--- config.mk ---
export PLATFORM = sky130hd
export DESIGN_NAME = cdc_comparator_digital_control
export DESIGN_NICKNAME = d
export VERILOG_FILES = /design/src/design/cdc_pkg.sv /design/src/design/cdc_comparator_digital_control.sv
export SDC_FILE = /design/constraint.sdc
export NUM_CORES = 1
export LEC_CHECK = 0
export BUFFER_PORTS_ARGS = -buffer_cell sky130_fd_sc_hd__buf_2
export CAP_MARGIN = 30
export CORE_ASPECT_RATIO = 0.5
export CORE_UTILIZATION = 45
export DETAILED_ROUTE_END_ITERATION = 6
export PLACE_DENSITY = 0.67
export SYNTH_ARGS = -nofsm -noshare
export SYNTH_HDL_FRONTEND = slang
export SYNTH_SLANG_ARGS = --single-unit
--- constraint.sdc ---
create_clock -name clock -period 2.7 [get_ports clock]
set_input_delay 0.54 -clock clock [delete_from_list [all_inputs] [get_ports clock]]
set_output_delay 0.54 -clock clock [all_outputs]
set_load 0.005 [all_outputs]
--- src/design/cdc_pkg.sv ---
`default_nettype none
package cdc_pkg;
	// register indices on the plain port (byte addresses)
	localparam logic [3:0] REG_CTRL_ZERO = 4'h0;
	localparam logic [3:0] REG_CTRL_ONE = 4'h1;
	localparam logic [3:0] REG_MIRROR = 4'h2;
	localparam logic [3:0] REG_PORT = 4'h3;
	localparam logic [3:0] REG_FLAGS = 4'h4;
	// cmp_ctrl_zero fields
	localparam int F_ON = 7;
	localparam int F_OUT = 6;
	localparam int F_OE = 5;
	localparam int F_POL = 4;
	localparam int F_ZLF = 3;
	localparam int F_SP = 2;
	localparam int F_HYS = 1;
	localparam int F_SYNC = 0;
	// cmp_ctrl_one fields
	localparam int F_INTP = 7;
	localparam int F_INTN = 6;
	localparam int F_PCH_LO = 3;
	localparam int F_NCH = 0;
	// flags register fields
	localparam int F_IF = 0;
	localparam int F_IE = 1;
	localparam int F_PIN_DIRECTION_BIT = 2;
	localparam int F_ANALOG_SELECT_REG = 3;
	localparam int F_PERIPHERAL_IRQ_ENABLE = 4;
	localparam int F_GIE = 5;
	localparam logic [7:0] CTRL_ZERO_RST = 8'h04;
	localparam logic [7:0] CTRL_ONE_RST = 8'h00;
	localparam logic [7:0] FLAGS_RST = 8'h0C;
	localparam logic [7:0] FLAGS_WMASK = 8'h3E;
	localparam logic [7:0] ZERO_WMASK = 8'hBF;
	// filter hold time
	localparam int CLK_MHZ = 25;
	localparam int FILT_NS = 20;
	localparam int FILT_CYC_RAW = (FILT_NS * CLK_MHZ) / 1000;
	localparam int FILT_CYC = (FILT_CYC_RAW < 1) ? 1 : FILT_CYC_RAW;
	typedef enum logic [1:0] {
		POS_PIN = 2'b00,
		POS_DAC = 2'b01,
		POS_FVR = 2'b10,
		POS_GND = 2'b11
	} cdc_pos_t;
endpackage : cdc_pkg
`default_nettype wire

--- src/design/cdc_comparator_digital_control.sv ---
`default_nettype none
module cdc_comparator_digital_control (
	input wire logic clock,
	input wire logic sys_rst,
	input wire logic [3:0] regAddr,
	input wire logic [7:0] regWrData,
	input wire logic regWrite,
	input wire logic regRead,
	output logic [7:0] regRdData,
	input wire logic rawCompare,
	input wire logic timerClockSrc,
	input wire logic portLatch,
	input wire logic pinIn,
	output logic pinOut,
	output logic pinOutEn,
	output logic analogEnable,
	output logic speedNormal,
	output logic hysteresisOn,
	output logic [1:0] posSelect,
	output logic negSelect,
	output logic gateTimerSrc,
	output logic cogShutdownSrc,
	output logic cmpIrqReq
);
	logic [7:0] ctrlZero_q, ctrlZero_d;
	logic [7:0] ctrlOne_q, ctrlOne_d;
	logic [7:0] flags_q, flags_d;
	logic [7:0] rd_q, rd_d;
	logic cmpSync1_q, cmpSync2_q, pinSync1_q, pinSync2_q;
	logic tclk1_q, tclk2_q, tclk3_q;
	logic filt_q, filt_d, res_q, res_d, syncRes_q, syncRes_d;
	logic [3:0] hold_q, hold_d;
	logic pinOut_q, pinOut_d, pinEn_q, pinEn_d;
	logic irq_q, irq_d, gate_q, gate_d;
	logic cmpOn, polInv, polarised, tclkFall, rise, fall, edgeHit, wrFlags;

	assign cmpOn = ctrlZero_q[cdc_pkg::F_ON];
	assign polInv = ctrlZero_q[cdc_pkg::F_POL];

	// two-stage synchronisers for the analog result and pin, three stages for the timer clock
	always_ff @(posedge clock or posedge sys_rst) begin
		if (sys_rst) begin
			cmpSync1_q <= 1'b0;
			cmpSync2_q <= 1'b0;
			pinSync1_q <= 1'b0;
			pinSync2_q <= 1'b0;
			tclk1_q <= 1'b0;
			tclk2_q <= 1'b0;
			tclk3_q <= 1'b0;
		end else begin
			cmpSync1_q <= rawCompare;
			cmpSync2_q <= cmpSync1_q;
			pinSync1_q <= pinIn;
			pinSync2_q <= pinSync1_q;
			tclk1_q <= timerClockSrc;
			tclk2_q <= tclk1_q;
			tclk3_q <= tclk2_q;
		end
	end

	// disabled comparator reads low before polarity, so pol/on toggles show
	assign polarised = (cmpSync2_q & cmpOn) ^ polInv;
	assign tclkFall = tclk3_q & ~tclk2_q;

	always_comb begin
		filt_d = filt_q;
		hold_d = hold_q;
		if (!ctrlZero_q[cdc_pkg::F_ZLF]) begin
			filt_d = polarised;
			hold_d = 4'h0;
		end else if (hold_q != 4'h0) begin
			hold_d = hold_q - 4'h1;
		end else if (polarised != filt_q) begin
			filt_d = polarised;
			hold_d = 4'(cdc_pkg::FILT_CYC);
		end
		res_d = filt_q;
		syncRes_d = tclkFall ? filt_q : syncRes_q;
	end

	always_ff @(posedge clock or posedge sys_rst) begin
		if (sys_rst) begin
			filt_q <= 1'b0;
			hold_q <= 4'h0;
			res_q <= 1'b0;
			syncRes_q <= 1'b0;
		end else begin
			filt_q <= filt_d;
			hold_q <= hold_d;
			res_q <= res_d;
			syncRes_q <= syncRes_d;
		end
	end

	// edge detection on the registered result
	assign rise = filt_q & ~res_q;
	assign fall = ~filt_q & res_q;
	assign edgeHit = (rise & ctrlOne_q[cdc_pkg::F_INTP]) |
		(fall & ctrlOne_q[cdc_pkg::F_INTN]);
	assign wrFlags = regWrite && (regAddr == cdc_pkg::REG_FLAGS);

	always_comb begin
		ctrlZero_d = ctrlZero_q;
		ctrlOne_d = ctrlOne_q;
		flags_d = flags_q;
		if (regWrite && regAddr == cdc_pkg::REG_CTRL_ZERO)
			ctrlZero_d = (regWrData & cdc_pkg::ZERO_WMASK) |
				(ctrlZero_q & ~cdc_pkg::ZERO_WMASK);
		ctrlZero_d[cdc_pkg::F_OUT] = res_q;
		if (regWrite && regAddr == cdc_pkg::REG_CTRL_ONE)
			ctrlOne_d = regWrData;
		if (wrFlags) begin
			flags_d = (regWrData & cdc_pkg::FLAGS_WMASK) |
				(flags_q & ~cdc_pkg::FLAGS_WMASK);
			// software may only clear the flag
			if (!regWrData[cdc_pkg::F_IF])
				flags_d[cdc_pkg::F_IF] = 1'b0;
		end
		if (edgeHit)
			flags_d[cdc_pkg::F_IF] = 1'b1;
	end

	always_ff @(posedge clock or posedge sys_rst) begin
		if (sys_rst) begin
			ctrlZero_q <= cdc_pkg::CTRL_ZERO_RST;
			ctrlOne_q <= cdc_pkg::CTRL_ONE_RST;
			flags_q <= cdc_pkg::FLAGS_RST;
		end else begin
			ctrlZero_q <= ctrlZero_d;
			ctrlOne_q <= ctrlOne_d;
			flags_q <= flags_d;
		end
	end

	// read path, one cycle latency; unmapped reads return zero
	always_comb begin
		rd_d = 8'h00;
		if (regRead) begin
			unique case (regAddr)
				cdc_pkg::REG_CTRL_ZERO: rd_d = ctrlZero_q;
				cdc_pkg::REG_CTRL_ONE: rd_d = ctrlOne_q;
				cdc_pkg::REG_MIRROR: rd_d = {7'h00, res_q};
				cdc_pkg::REG_PORT: rd_d = {7'h00,
					pinSync2_q & ~flags_q[cdc_pkg::F_ANALOG_SELECT_REG]};
				cdc_pkg::REG_FLAGS: rd_d = flags_q;
				default: rd_d = 8'h00;
			endcase
		end
	end

	always_comb begin
		// sync mode chooses the timer-aligned copy for pin and timer
		gate_d = ctrlZero_q[cdc_pkg::F_SYNC] ? syncRes_q : filt_q;
		pinEn_d = ctrlZero_q[cdc_pkg::F_OE] & ~flags_q[cdc_pkg::F_PIN_DIRECTION_BIT] &
			cmpOn;
		// override of the latch does not depend on enable
		pinOut_d = ctrlZero_q[cdc_pkg::F_OE] ? gate_d : portLatch;
		irq_d = flags_q[cdc_pkg::F_IF] & flags_q[cdc_pkg::F_IE] &
			flags_q[cdc_pkg::F_PERIPHERAL_IRQ_ENABLE] & flags_q[cdc_pkg::F_GIE];
	end

	always_ff @(posedge clock or posedge sys_rst) begin
		if (sys_rst) begin
			rd_q <= 8'h00;
			gate_q <= 1'b0;
			pinEn_q <= 1'b0;
			pinOut_q <= 1'b0;
			irq_q <= 1'b0;
		end else begin
			rd_q <= rd_d;
			gate_q <= gate_d;
			pinEn_q <= pinEn_d;
			pinOut_q <= pinOut_d;
			irq_q <= irq_d;
		end
	end

	// analog controls are registered; off drops enable and hysteresis, channel selects still follow ctrlOne_q
	logic anaEn_q, anaEn_d, spd_q, spd_d;
	logic hys_q, hys_d, neg_q, neg_d;
	logic [1:0] pos_q, pos_d;

	always_comb begin
		anaEn_d = cmpOn;
		spd_d = ctrlZero_q[cdc_pkg::F_SP];
		// hysteresis bias dropped too while off, keeps current minimal
		hys_d = ctrlZero_q[cdc_pkg::F_HYS] & cmpOn;
		pos_d = ctrlOne_q[cdc_pkg::F_PCH_LO +: 2];
		neg_d = ctrlOne_q[cdc_pkg::F_NCH];
	end

	always_ff @(posedge clock or posedge sys_rst) begin
		if (sys_rst) begin
			anaEn_q <= 1'b0;
			spd_q <= 1'b1;
			hys_q <= 1'b0;
			pos_q <= 2'b00;
			neg_q <= 1'b0;
		end else begin
			anaEn_q <= anaEn_d;
			spd_q <= spd_d;
			hys_q <= hys_d;
			pos_q <= pos_d;
			neg_q <= neg_d;
		end
	end

	assign regRdData = rd_q;
	assign pinOut = pinOut_q;
	assign pinOutEn = pinEn_q;
	assign analogEnable = anaEn_q;
	assign speedNormal = spd_q;
	assign hysteresisOn = hys_q;
	assign posSelect = pos_q;
	assign negSelect = neg_q;
	assign gateTimerSrc = gate_q;
	assign cogShutdownSrc = gate_q;
	assign cmpIrqReq = irq_q;

	property p_flag_set;
		@(posedge clock) disable iff (sys_rst)
		edgeHit |=> flags_q[cdc_pkg::F_IF];
	endproperty
	a_flag_set: assert property (p_flag_set)
		else $error("edge did not set flag");

	property p_flag_sticky;
		@(posedge clock) disable iff (sys_rst)
		flags_q[cdc_pkg::F_IF] && !(wrFlags && !regWrData[cdc_pkg::F_IF])
		|=> flags_q[cdc_pkg::F_IF];
	endproperty
	a_flag_sticky: assert property (p_flag_sticky)
		else $error("flag dropped without clear");

	property p_pin_en;
		@(posedge clock) disable iff (sys_rst)
		pinOutEn |-> $past(cmpOn) && $past(ctrlZero_q[cdc_pkg::F_OE]);
	endproperty
	a_pin_en: assert property (p_pin_en)
		else $error("pin driven without enables");

	property p_irq;
		@(posedge clock) disable iff (sys_rst)
		cmpIrqReq |-> $past(flags_q[cdc_pkg::F_GIE]) &&
			$past(flags_q[cdc_pkg::F_IF]);
	endproperty
	a_irq: assert property (p_irq)
		else $error("irq without enables");

	property p_filter_hold;
		@(posedge clock) disable iff (sys_rst)
		ctrlZero_q[cdc_pkg::F_ZLF] && $changed(filt_q) && $past(hold_q) == 4'h0
		|=> $stable(filt_q) || !ctrlZero_q[cdc_pkg::F_ZLF];
	endproperty
	a_filter_hold: assert property (p_filter_hold)
		else $error("filter reversed early");

	property p_bypass;
		@(posedge clock) disable iff (sys_rst)
		!ctrlZero_q[cdc_pkg::F_ZLF] |=> filt_q == $past(polarised);
	endproperty
	a_bypass: assert property (p_bypass)
		else $error("filter not bypassed");

	property p_mirror;
		@(posedge clock) disable iff (sys_rst)
		regRead && regAddr == cdc_pkg::REG_MIRROR |=> regRdData[0] == $past(res_q);
	endproperty
	a_mirror: assert property (p_mirror)
		else $error("mirror mismatch");

	property p_sync;
		@(posedge clock) disable iff (sys_rst)
		tclkFall |=> syncRes_q == $past(filt_q);
	endproperty
	a_sync: assert property (p_sync)
		else $error("sync capture missed");

	property p_pin_pin_direction_bit;
		@(posedge clock) disable iff (sys_rst)
		pinOutEn |-> !$past(flags_q[cdc_pkg::F_PIN_DIRECTION_BIT]);
	endproperty
	a_pin_pin_direction_bit: assert property (p_pin_pin_direction_bit)
		else $error("pin driven while set as input");

	property p_pin_latch;
		@(posedge clock) disable iff (sys_rst)
		!ctrlZero_q[cdc_pkg::F_OE] |=> pinOut == $past(portLatch);
	endproperty
	a_pin_latch: assert property (p_pin_latch)
		else $error("pin lost port latch value");

	property p_polarity;
		@(posedge clock) disable iff (sys_rst)
		cmpOn && !ctrlZero_q[cdc_pkg::F_ZLF]
		|=> filt_q == ($past(cmpSync2_q) ^ $past(polInv));
	endproperty
	a_polarity: assert property (p_polarity)
		else $error("polarity not applied");

	property p_cout_bit;
		@(posedge clock) disable iff (sys_rst)
		regRead && regAddr == cdc_pkg::REG_CTRL_ZERO
		|=> regRdData[cdc_pkg::F_OUT] == $past(res_q, 2);
	endproperty
	a_cout_bit: assert property (p_cout_bit)
		else $error("status bit does not follow result");

	property p_flag_only_edge;
		@(posedge clock) disable iff (sys_rst)
		!flags_q[cdc_pkg::F_IF] && !edgeHit
		|=> !flags_q[cdc_pkg::F_IF];
	endproperty
	a_flag_only_edge: assert property (p_flag_only_edge)
		else $error("flag set without edge");

	property p_irq_set;
		@(posedge clock) disable iff (sys_rst)
		flags_q[cdc_pkg::F_IF] && flags_q[cdc_pkg::F_IE] &&
			flags_q[cdc_pkg::F_PERIPHERAL_IRQ_ENABLE] && flags_q[cdc_pkg::F_GIE]
		|=> cmpIrqReq;
	endproperty
	a_irq_set: assert property (p_irq_set)
		else $error("irq missing with all enables");

	property p_inputs_off;
		@(posedge clock) disable iff (sys_rst)
		!cmpOn |=> !analogEnable && !hysteresisOn;
	endproperty
	a_inputs_off: assert property (p_inputs_off)
		else $error("inputs left connected while off");

	property p_speed;
		@(posedge clock) disable iff (sys_rst)
		speedNormal == $past(ctrlZero_q[cdc_pkg::F_SP]);
	endproperty
	a_speed: assert property (p_speed)
		else $error("speed output does not follow bit");

	property p_sync_gate;
		@(posedge clock) disable iff (sys_rst)
		ctrlZero_q[cdc_pkg::F_SYNC]
		|=> gateTimerSrc == $past(syncRes_q);
	endproperty
	a_sync_gate: assert property (p_sync_gate)
		else $error("gate source not the synced copy");

	property p_port_analog;
		@(posedge clock) disable iff (sys_rst)
		regRead && regAddr == cdc_pkg::REG_PORT &&
			flags_q[cdc_pkg::F_ANALOG_SELECT_REG]
		|=> regRdData == 8'h00;
	endproperty
	a_port_analog: assert property (p_port_analog)
		else $error("analog pin read not zero");
endmodule : cdc_comparator_digital_control
`default_nettype wire

Word-level counts from Yosys, hierarchy flattened

Cells that the tools add are included.

Flip-flop bits (word level): 56
Input port bits: 20
Output and inout bits: 19

Add/sub/neg operators: 1
Eq/ne operators: 8
Multiplexer cells: 13
Bitwise logic cells: 22
Reduce and logical (&&, ||, !) cells: 7

Operators with widths:

| operator                                                           | count |
|---|---|
| 8-bit one-hot mux with 5 select lines                              | 1 |
| 1-bit AND                                                          | 13 |
| 4-bit two-way mux                                                  | 3 |
| 4-bit by 2-bit == test with 1-bit output, second input constant    | 2 |
| 1-bit two-way mux                                                  | 8 |
| 8-bit two-way mux                                                  | 1 |
| 6-bit by 8-bit bitwise OR with 8-bit output                        | 1 |
| 8-bit by 7-bit bitwise OR with 8-bit output                        | 1 |
| 1-bit inverter                                                     | 5 |
| 4-bit by 1-bit == test with 1-bit output, second input constant    | 1 |
| 4-bit by 3-bit == test with 1-bit output, second input constant    | 1 |
| 4-bit zero test                                                    | 1 |
| 4-bit nonzero test                                                 | 1 |
| 4-bit by 1-bit subtractor with 4-bit output, second input constant | 1 |
| 1-bit logical AND                                                  | 3 |
| 3-bit by 1-bit != test with 1-bit output, second input constant    | 1 |
| 2-bit by 1-bit != test with 1-bit output, second input constant    | 1 |
| 2-bit != test, second input constant                               | 1 |
| 2-bit AND reduction                                                | 1 |
| 2-bit nonzero test                                                 | 1 |
| 1-bit != test                                                      | 1 |
| 1-bit bitwise OR                                                   | 1 |
| 1-bit XOR                                                          | 1 |

Logic depth before layout (Yosys ltp)

Gate-level depths: netlist of the first run.

Depth in word-level cells: 6
Mapped depth: 6

Worst setup path before layout of the first run

No wires, ideal clock.

Path type: input port to flip-flop
Start point: in regAddr[1]
End point: reg flags_q[1]
Setup time: 0.125 ns
Arrival time: 1.464 ns
Data required time: 2.575 ns
Setup slack: 1.111 ns
Stages on the path: 4
Path buffers: 1
Cell sequence: buf_6 nor4b_4 nand2_4 mux2_4

Cells in the longest elaborated chain, start to end: 2

RTL lines:

| what                                     | RTL line                              | text |
|---|---|---|
| start, declared                          | cdc_comparator_digital_control.sv:5   | `input wire logic [3:0] regAddr,` |
| 4-bit by 3-bit == test with 1-bit output | cdc_comparator_digital_control.sv:100 | `assign wrFlags = regWrite && (regAddr == cdc_pkg::REG_FLAGS);` |
| 1-bit logical AND                        | cdc_comparator_digital_control.sv:100 |  |
| end signal, assigned                     | cdc_comparator_digital_control.sv:127 | `flags_q <= cdc_pkg::FLAGS_RST;` |
| end signal, assigned                     | cdc_comparator_digital_control.sv:131 | `flags_q <= flags_d;` |
| end, declared                            | cdc_comparator_digital_control.sv:27  | `logic [7:0] flags_q, flags_d;` |

Every way passes these cells.
A chain may end at the register's enable or synchronous reset.

Worst setup path in the final report of the first run

Start point: reg hold_q[0]
End point: reg filt_q

Cells in the longest elaborated chain, start to end: 3

RTL lines:

| what                          | RTL line                             | text |
|---|---|---|
| start, declared               | cdc_comparator_digital_control.sv:32 | `logic [3:0] hold_q, hold_d;` |
| start signal, assigned        | cdc_comparator_digital_control.sv:89 | `hold_q <= hold_d;` |
| 4-bit nonzero test            | cdc_comparator_digital_control.sv:71 | `end else if (hold_q != 4'h0) begin` |
| 2-bit != test (no line)       | --                                   |  |
| 2-bit AND reduction (no line) | --                                   |  |
| end signal, assigned          | cdc_comparator_digital_control.sv:88 | `filt_q <= filt_d;` |
| end, declared                 | cdc_comparator_digital_control.sv:31 | `logic filt_q, filt_d, res_q, res_d, syncRes_q, syncRes_d;` |

Every way passes these cells.

==> results.md, run 1 <==
* Synth cell types at 36
* Crit path launch type: flip-flop
* Critical path class: reg2reg
* Synth Register Bits at 54
* Sequential area share after synthesis at 62.7%
* Reg2reg path depth at 5
* Clk slew on worst S/H paths at 0.10 ns
* Pwr Density at 833 nW/um^2
* Total grt overflow at 0
* Die ar. at 5110 sq um
* TritonRoute pass-1 iters at 4
* Reg-to-reg critical path endpoint: filt_q
* Outcome: finished clean
* Post-Syn Area at 2160 sq um
* First-pass GRT wire length at 6940 microns
* CTS Buf Count at 5
* Origin of the worst setup path: hold_q[0]
* Die height at 51.0 microns
* Synthesis Warnings at 0
* Antenna Nets Post-Route at 0
* DRT Wirelength at 4080 microns
* Worst path slowest cell: nor3b_1
* Largest net degree at the start of global routing at 27
* Num ports at 39
* CP arrival at 1.94 ns
* Worst r2r src: hold_q[0]
* Maxcap violations at 0
* Worst Hold Class: in2async
* Period utilisation layout at 64.2%
* Met2 Use GR at 28.4%
* N_diodes at 0
* Slew @ Worst Pin at 0.450 ns
* Final Util at 56.0%
* DP Wirelength at 2890 microns
* Setup violators final at 0
* Crit path largest cell delay at 0.40 ns
* Met3 global-route usage at 4.79%
* Die Width at 100 microns
* CP Cell Sequence: inv_1 -> ha_1 -> nor3b_1 -> nand2b_1 -> mux2_2
* Layout area overhead at 16.6%
* M1 GR Usage at 26.6%
* CTS tree: built
* Initial antenna violation count at 0
* Fillers at 383
* Post-CTS Setup Inserts at 0
* Hold_ws at 0.154 ns
* Setup TNS at 0 ns
* Root Driver: clkbuf_8
* Average cell area after synthesis at 13.9 sq um
* Vias in the first global route at 1,380
* Ys flop type: dfrtp_1
* Port bufs at 38
* Async S/R FF share, synth at 100%
* Leak at 1.24 nW
* Final-report hold violation count at 0
* Peak VDD IR at 0.420 mV
* H-tree levels at 2
* Worst Skew at 0.00826 ns
* Number of flops mapped to enable cells by yosys at 0
* RSZ-0062 raised after global routing: no
* Crit-path max FO at 5
* Fraction of layout cells with a size suffix above 1 at 40.4%
* Clock sink total at 54
* Routed WL per cell at 15.4 microns
* Max clock buf depth at 2
* Initial Util at 48.0%
* # hold bufs at CTS at 0
* R2R Setup Slk at 0.97 ns
* Vias per cell at 5.09
* Max-Slew Margin vs Limit at 69.9%
* First DRT Iteration DRCs at 62
* Post-layout min period at 1.73 ns
* PostCTS Resize Cnt at 0
* Post-route DRC at 0
* GRT Overall Usage at 18.8%
* # rows at 17
* GR peak layer: met2
* Gate Count Post-Synth at 156
* Vias at 1,343
* Worst skew pair latency at 0.31 ns
* Core area at 4510 sq um
* Syn Nets at 178
* CP endpoint kind: flip-flop
* Slew Limit Fails at 0
* Worst Path Required at 2.91 ns
* Max Freq at 577 MHz
* Layout Nets at 219
* Power Total at 2.10 mW
* Routability cong. at 0.872
-- per-stage QoR --
stage	area, sq um	instances	setup slack [ns]
final	2520	264	0.967
after global routing	2520	264	0.866
after CTS	2520	264	0.951
after detailed placement	2410	256	0.844
after global placement	2410	256	0.845
after floorplan	2160	156	0.852
-- synth_stat cells, drive strengths merged (2+ instances only) --
cell | number | area share, %
nor3b | 2 | 0.69
a31oi | 2 | 0.58
inv | 5 | 0.87
o21ai | 3 | 0.69
nand3 | 3 | 0.69
nor2 | 12 | 2.1
a21oi | 7 | 1.6
dfrtp | 50 | 58
clkbuf | 2 | 0.40
mux2 | 24 | 13
xnor2 | 3 | 1.2
nand3b | 3 | 1.0
nor3 | 4 | 0.92
nor2b | 2 | 0.58
mux2i | 7 | 3.2
dfstp | 4 | 4.9
or3 | 2 | 0.58
ha | 2 | 1.2
nand2 | 4 | 1.0
buf | 4 | 1.4
-- layout make-up --
| type | instances | area (sq um) | share of cell area, % |
|---|---|---|---|
| Inverter | 5 | 18.8 | 0.743 |
| Tap cell | 66 | 82.6 | 3.27 |
| Clock buffer | 5 | 68.8 | 2.73 |
| Sequential cell | 54 | 1360 | 53.7 |
| Multi-Input combinational cell | 91 | 749 | 29.7 |
| Clock inverter | 3 | 43.8 | 1.73 |
| Timing Repair Buffer | 40 | 205 | 8.13 |
-- metal layers --
layer  share of wire [%]  wire length, microns  vias to the layer above
li1                    -                     -                      625
met1                  49                  1980                      683
met2                  45                  1850                       28
met3                 4.5                   182                        7
met4                 1.4                    58                        0
met5                   0                     0                        -
-- where the power goes --
group	switching [mW]	internal, mW
combinational	0.195	0.246
clock	0.263	0.278
sequential	0.130	0.992
total	0.588	1.52
-- worst max path at each step --
stage,endpoint,slack [ns],cells after the start
final,filt_q,0.97,5
after global routing,filt_q,0.87,5
after CTS,filt_q,0.95,5
after detailed placement,flags_q[1],0.84,4
after global placement,flags_q[1],0.84,4
after floorplan,analogEnable,0.85,1
-- worst max-delay path: cells and delay by family (launching register included) --
kind                       cells  cell delay [ns]
adders and majority gates      1             0.18
buffers and inverters          1             0.12
DFF                            1             0.38
muxes                          1             0.34
and+or+nand+nor                2             0.60
-- logic make-up (layout without fill, tap and decap cells) --
kind of cell / after synthesis / after routing / share of synthesized area [%]
AO/OA/AOI/OAI: 16 / 16 / 4.57
XOR/XNOR: 3 / 3 / 1.21
adder cells (fa/ha/maj): 2 / 2 / 1.16
buffers and inverters: 11 / 53 / 2.72
flip-flops: 54 / 54 / 62.7
multiplexers: 31 / 31 / 16.6
AND/OR/NAND/NOR: 39 / 39 / 11.1
-- state kept, by name, indices dropped and copies added, names as in the netlist, 2 cells and up --
| register | cells |
|---|---|
| ctrlOne_q | 8 |
| ctrlZero_q | 8 |
| regRdData | 8 |
| flags_q | 6 |
| hold_q | 4 |
| posSelect | 2 |
-- layout by cell type, fill, tap and decap left out, types with 4 or more instances in the layout --
cell and n:
nor3_1 4, nor2_1 12, mux2_2 19, a21oi_1 7, mux2i_1 7, dfstp_2 4, mux2_4 5, dfrtp_1 50
buf_2 38, clkbuf_8 5, inv_1 4
No activity file was read; power rests on OpenSTA's default activity.
==> run 2: changes to the inputs <==
==> constraint.sdc (replaced) <==
create_clock -name clock -period 1.7 [get_ports clock]
set_input_delay 0.34 -clock clock [delete_from_list [all_inputs] [get_ports clock]]
set_output_delay 0.34 -clock clock [all_outputs]
set_load 0.005 [all_outputs]
==> results.md, run 2 (synthesis results as in run 1) <==
* Crit-path max FO at 4 (-1)
* Crit path launch type: flip-flop
* Final-report hold violation count at 0 (unchanged)
* Period utilisation layout at 90.8% (+27 points)
* Worst skew pair latency at 0.31 ns (about the same)
* Post-CTS Setup Inserts at 0 (unchanged)
* Outcome: finished clean
* H-tree levels at 2 (unchanged)
* CTS Buf Count at 5 (unchanged)
* Worst Path Required at 1.89 ns (-1.02 ns)
* Vias in the first global route at 1,333 (-3.4%)
* CP arrival at 1.74 ns (-0.20 ns)
* Vias per cell at 4.94 (-2.8%)
* Worst Skew at 0.00943 ns (+0.00117 ns)
* Slew @ Worst Pin at 0.524 ns (+0.0747 ns)
* Maxcap violations at 0 (unchanged)
* Slew Limit Fails at 0 (unchanged)
* Clk slew on worst S/H paths at 0.09 ns (about the same)
* Initial Util at 48.0% (unchanged)
* Post-layout min period at 1.54 ns (-0.190 ns)
* Antenna Nets Post-Route at 0 (unchanged)
* Max-Slew Margin vs Limit at 65.0% (-4.9 points)
* Post-route DRC at 0 (unchanged)
* PostCTS Resize Cnt at 0 (unchanged)
* CP endpoint kind: flip-flop
* Routed WL per cell at 15.0 microns (-3.1%)
* CTS tree: built
* Max clock buf depth at 2 (unchanged)
* First DRT Iteration DRCs at 49 (-21%)
* RSZ-0062 raised after global routing: no
* Commonest non-fill, non-tap cells in the layout: 50 x dfrtp_1, 38 x buf_2, 19 x mux2_2, 12 x nor2_1
* Initial antenna violation count at 0 (unchanged)
* Die ar. at 5110 sq um (unchanged)
* Setup violators final at 0 (unchanged)
* # hold bufs at CTS at 0 (unchanged)
* Reg-to-reg critical path endpoint: filt_q
* Num ports at 39 (unchanged)
* Critical path class: reg2reg
* Final cell count without fillers at 268 (+1.5%)
* Vias at 1,325 (-1.3%)
* First-pass GRT wire length at 6690 microns (-3.6%)
* Layout Nets at 223 (+1.8%)
* # rows at 17 (unchanged)
* Most common cell after layout, fill and taps aside: dfrtp_1
* Die Width at 100 microns (unchanged)
* Peak VDD IR at 0.510 mV (+22%)
* Placed Cells at 260 (+1.6%)
* TritonRoute pass-1 iters at 4 (unchanged)
* Leak at 1.26 nW (+1.4%)
* DRT Wirelength at 4010 microns (-1.6%)
* GRT Overall Usage at 18.3% (-0.48 points)
* Clock sink total at 54 (unchanged)
* Worst Hold Class: in2async
* Total grt overflow at 0 (unchanged)
* DP Wirelength at 2880 microns (-0.42%)
* N_diodes at 0 (unchanged)
* Worst r2r src: hold_q[0]
* Fillers at 416 (+8.6%)
* Port bufs at 38 (unchanged)
* Fraction of layout cells with a size suffix above 1 at 40.6% (+0.19 points)
* Routability cong. at 0.834 (-4.3%)
* Reg2reg path depth at 5 (unchanged)
* Die height at 51.0 microns (unchanged)
* R2R Setup Slk at 0.16 ns (-0.81 ns)
* Root Driver: clkbuf_8
* Max Freq at 648 MHz (+12%)
* Core area at 4510 sq um (unchanged)
* Pwr Density at 1310 nW/um^2 (+57%)
* Layout area overhead at 18.3%
* Largest net degree at the start of global routing at 33 (+22%)
* Setup TNS at 0 ns (unchanged)
-- run 2: changes by cell type in the layout (fill, tap and decap cells not counted), sizes merged --
| cell | before | now |
|---|---|---|
| inv | 6 | 5 |
| clkinv | 1 | 0 |
| clkbuf | 5 | 7 |
| buf | 40 | 44 |
-- run 2: layout make-up --
| class | instances | area, sq um | area share [%] |
|---|---|---|---|
| repair buffers | 44 | 248 | 9.67 |
| inverters | 5 | 18.8 | 0.733 |
| multi-input cells | 91 | 749 | 29.3 |
| flip-flops and latches | 54 | 1360 | 53.0 |
| well taps | 66 | 82.6 | 3.22 |
| clock buffers | 7 | 76.3 | 2.98 |
| clock inverters | 1 | 30.0 | 1.17 |
-- run 2: per-layer routing --
metal / routed length (microns) / track usage (%) / vias up
met4: 50 / 7.97 / 0
li1: - / - / 634
met5: 0 / 0 / -
met1: 2130 / 26.4 / 668
met2: 1690 / 26.1 / 19
met3: 135 / 4.79 / 4
-- run 2: worst max-delay path by stage --
stage / from / end / slack [ns]
finish: hold_q[0] / filt_q / 0.16
global route: hold_q[0] / filt_q / 0.02
CTS: hold_q[0] / filt_q / 0.16
floorplan: sys_rst / analogEnable / 0.05
global placement: regAddr[3] / ctrlZero_q[7] / 0.22
detailed placement: hold_q[0] / filt_q / 0.17
-- run 2: report_power, final --
group / internal, mW / switching [mW] / total, mW / leakage, nW
logic: 0.422 / 0.317 / 0.739 / 0.540
clock network: 0.441 / 0.389 / 0.830 / 0.0524
registers: 1.57 / 0.208 / 1.78 / 0.668
total: 2.44 / 0.915 / 3.35 / 1.26
-- run 2: worst max-delay path, cell delays in order (launching register included) --
cell	delay, ns
dfrtp_1	0.39
inv_1	0.11
ha_1	0.18
nor3b_1	0.24
nand2b_1	0.17
mux2_2	0.34
-- run 2: per-stage QoR --
stage	cell area (sq um)	total power, mW	hold slack, ns	setup slack (ns)	utilization (%)
after floorplan	2160	2.28	0.331	0.0520	-
final	2560	3.35	0.0649	0.157	56.8
after global routing	2560	3.55	0.0938	0.0228	56.8
after CTS	2560	3.39	0.0716	0.157	56.8
after global placement	2450	2.51	0.333	0.221	54.4
after detailed placement	2450	2.55	0.338	0.175	54.4
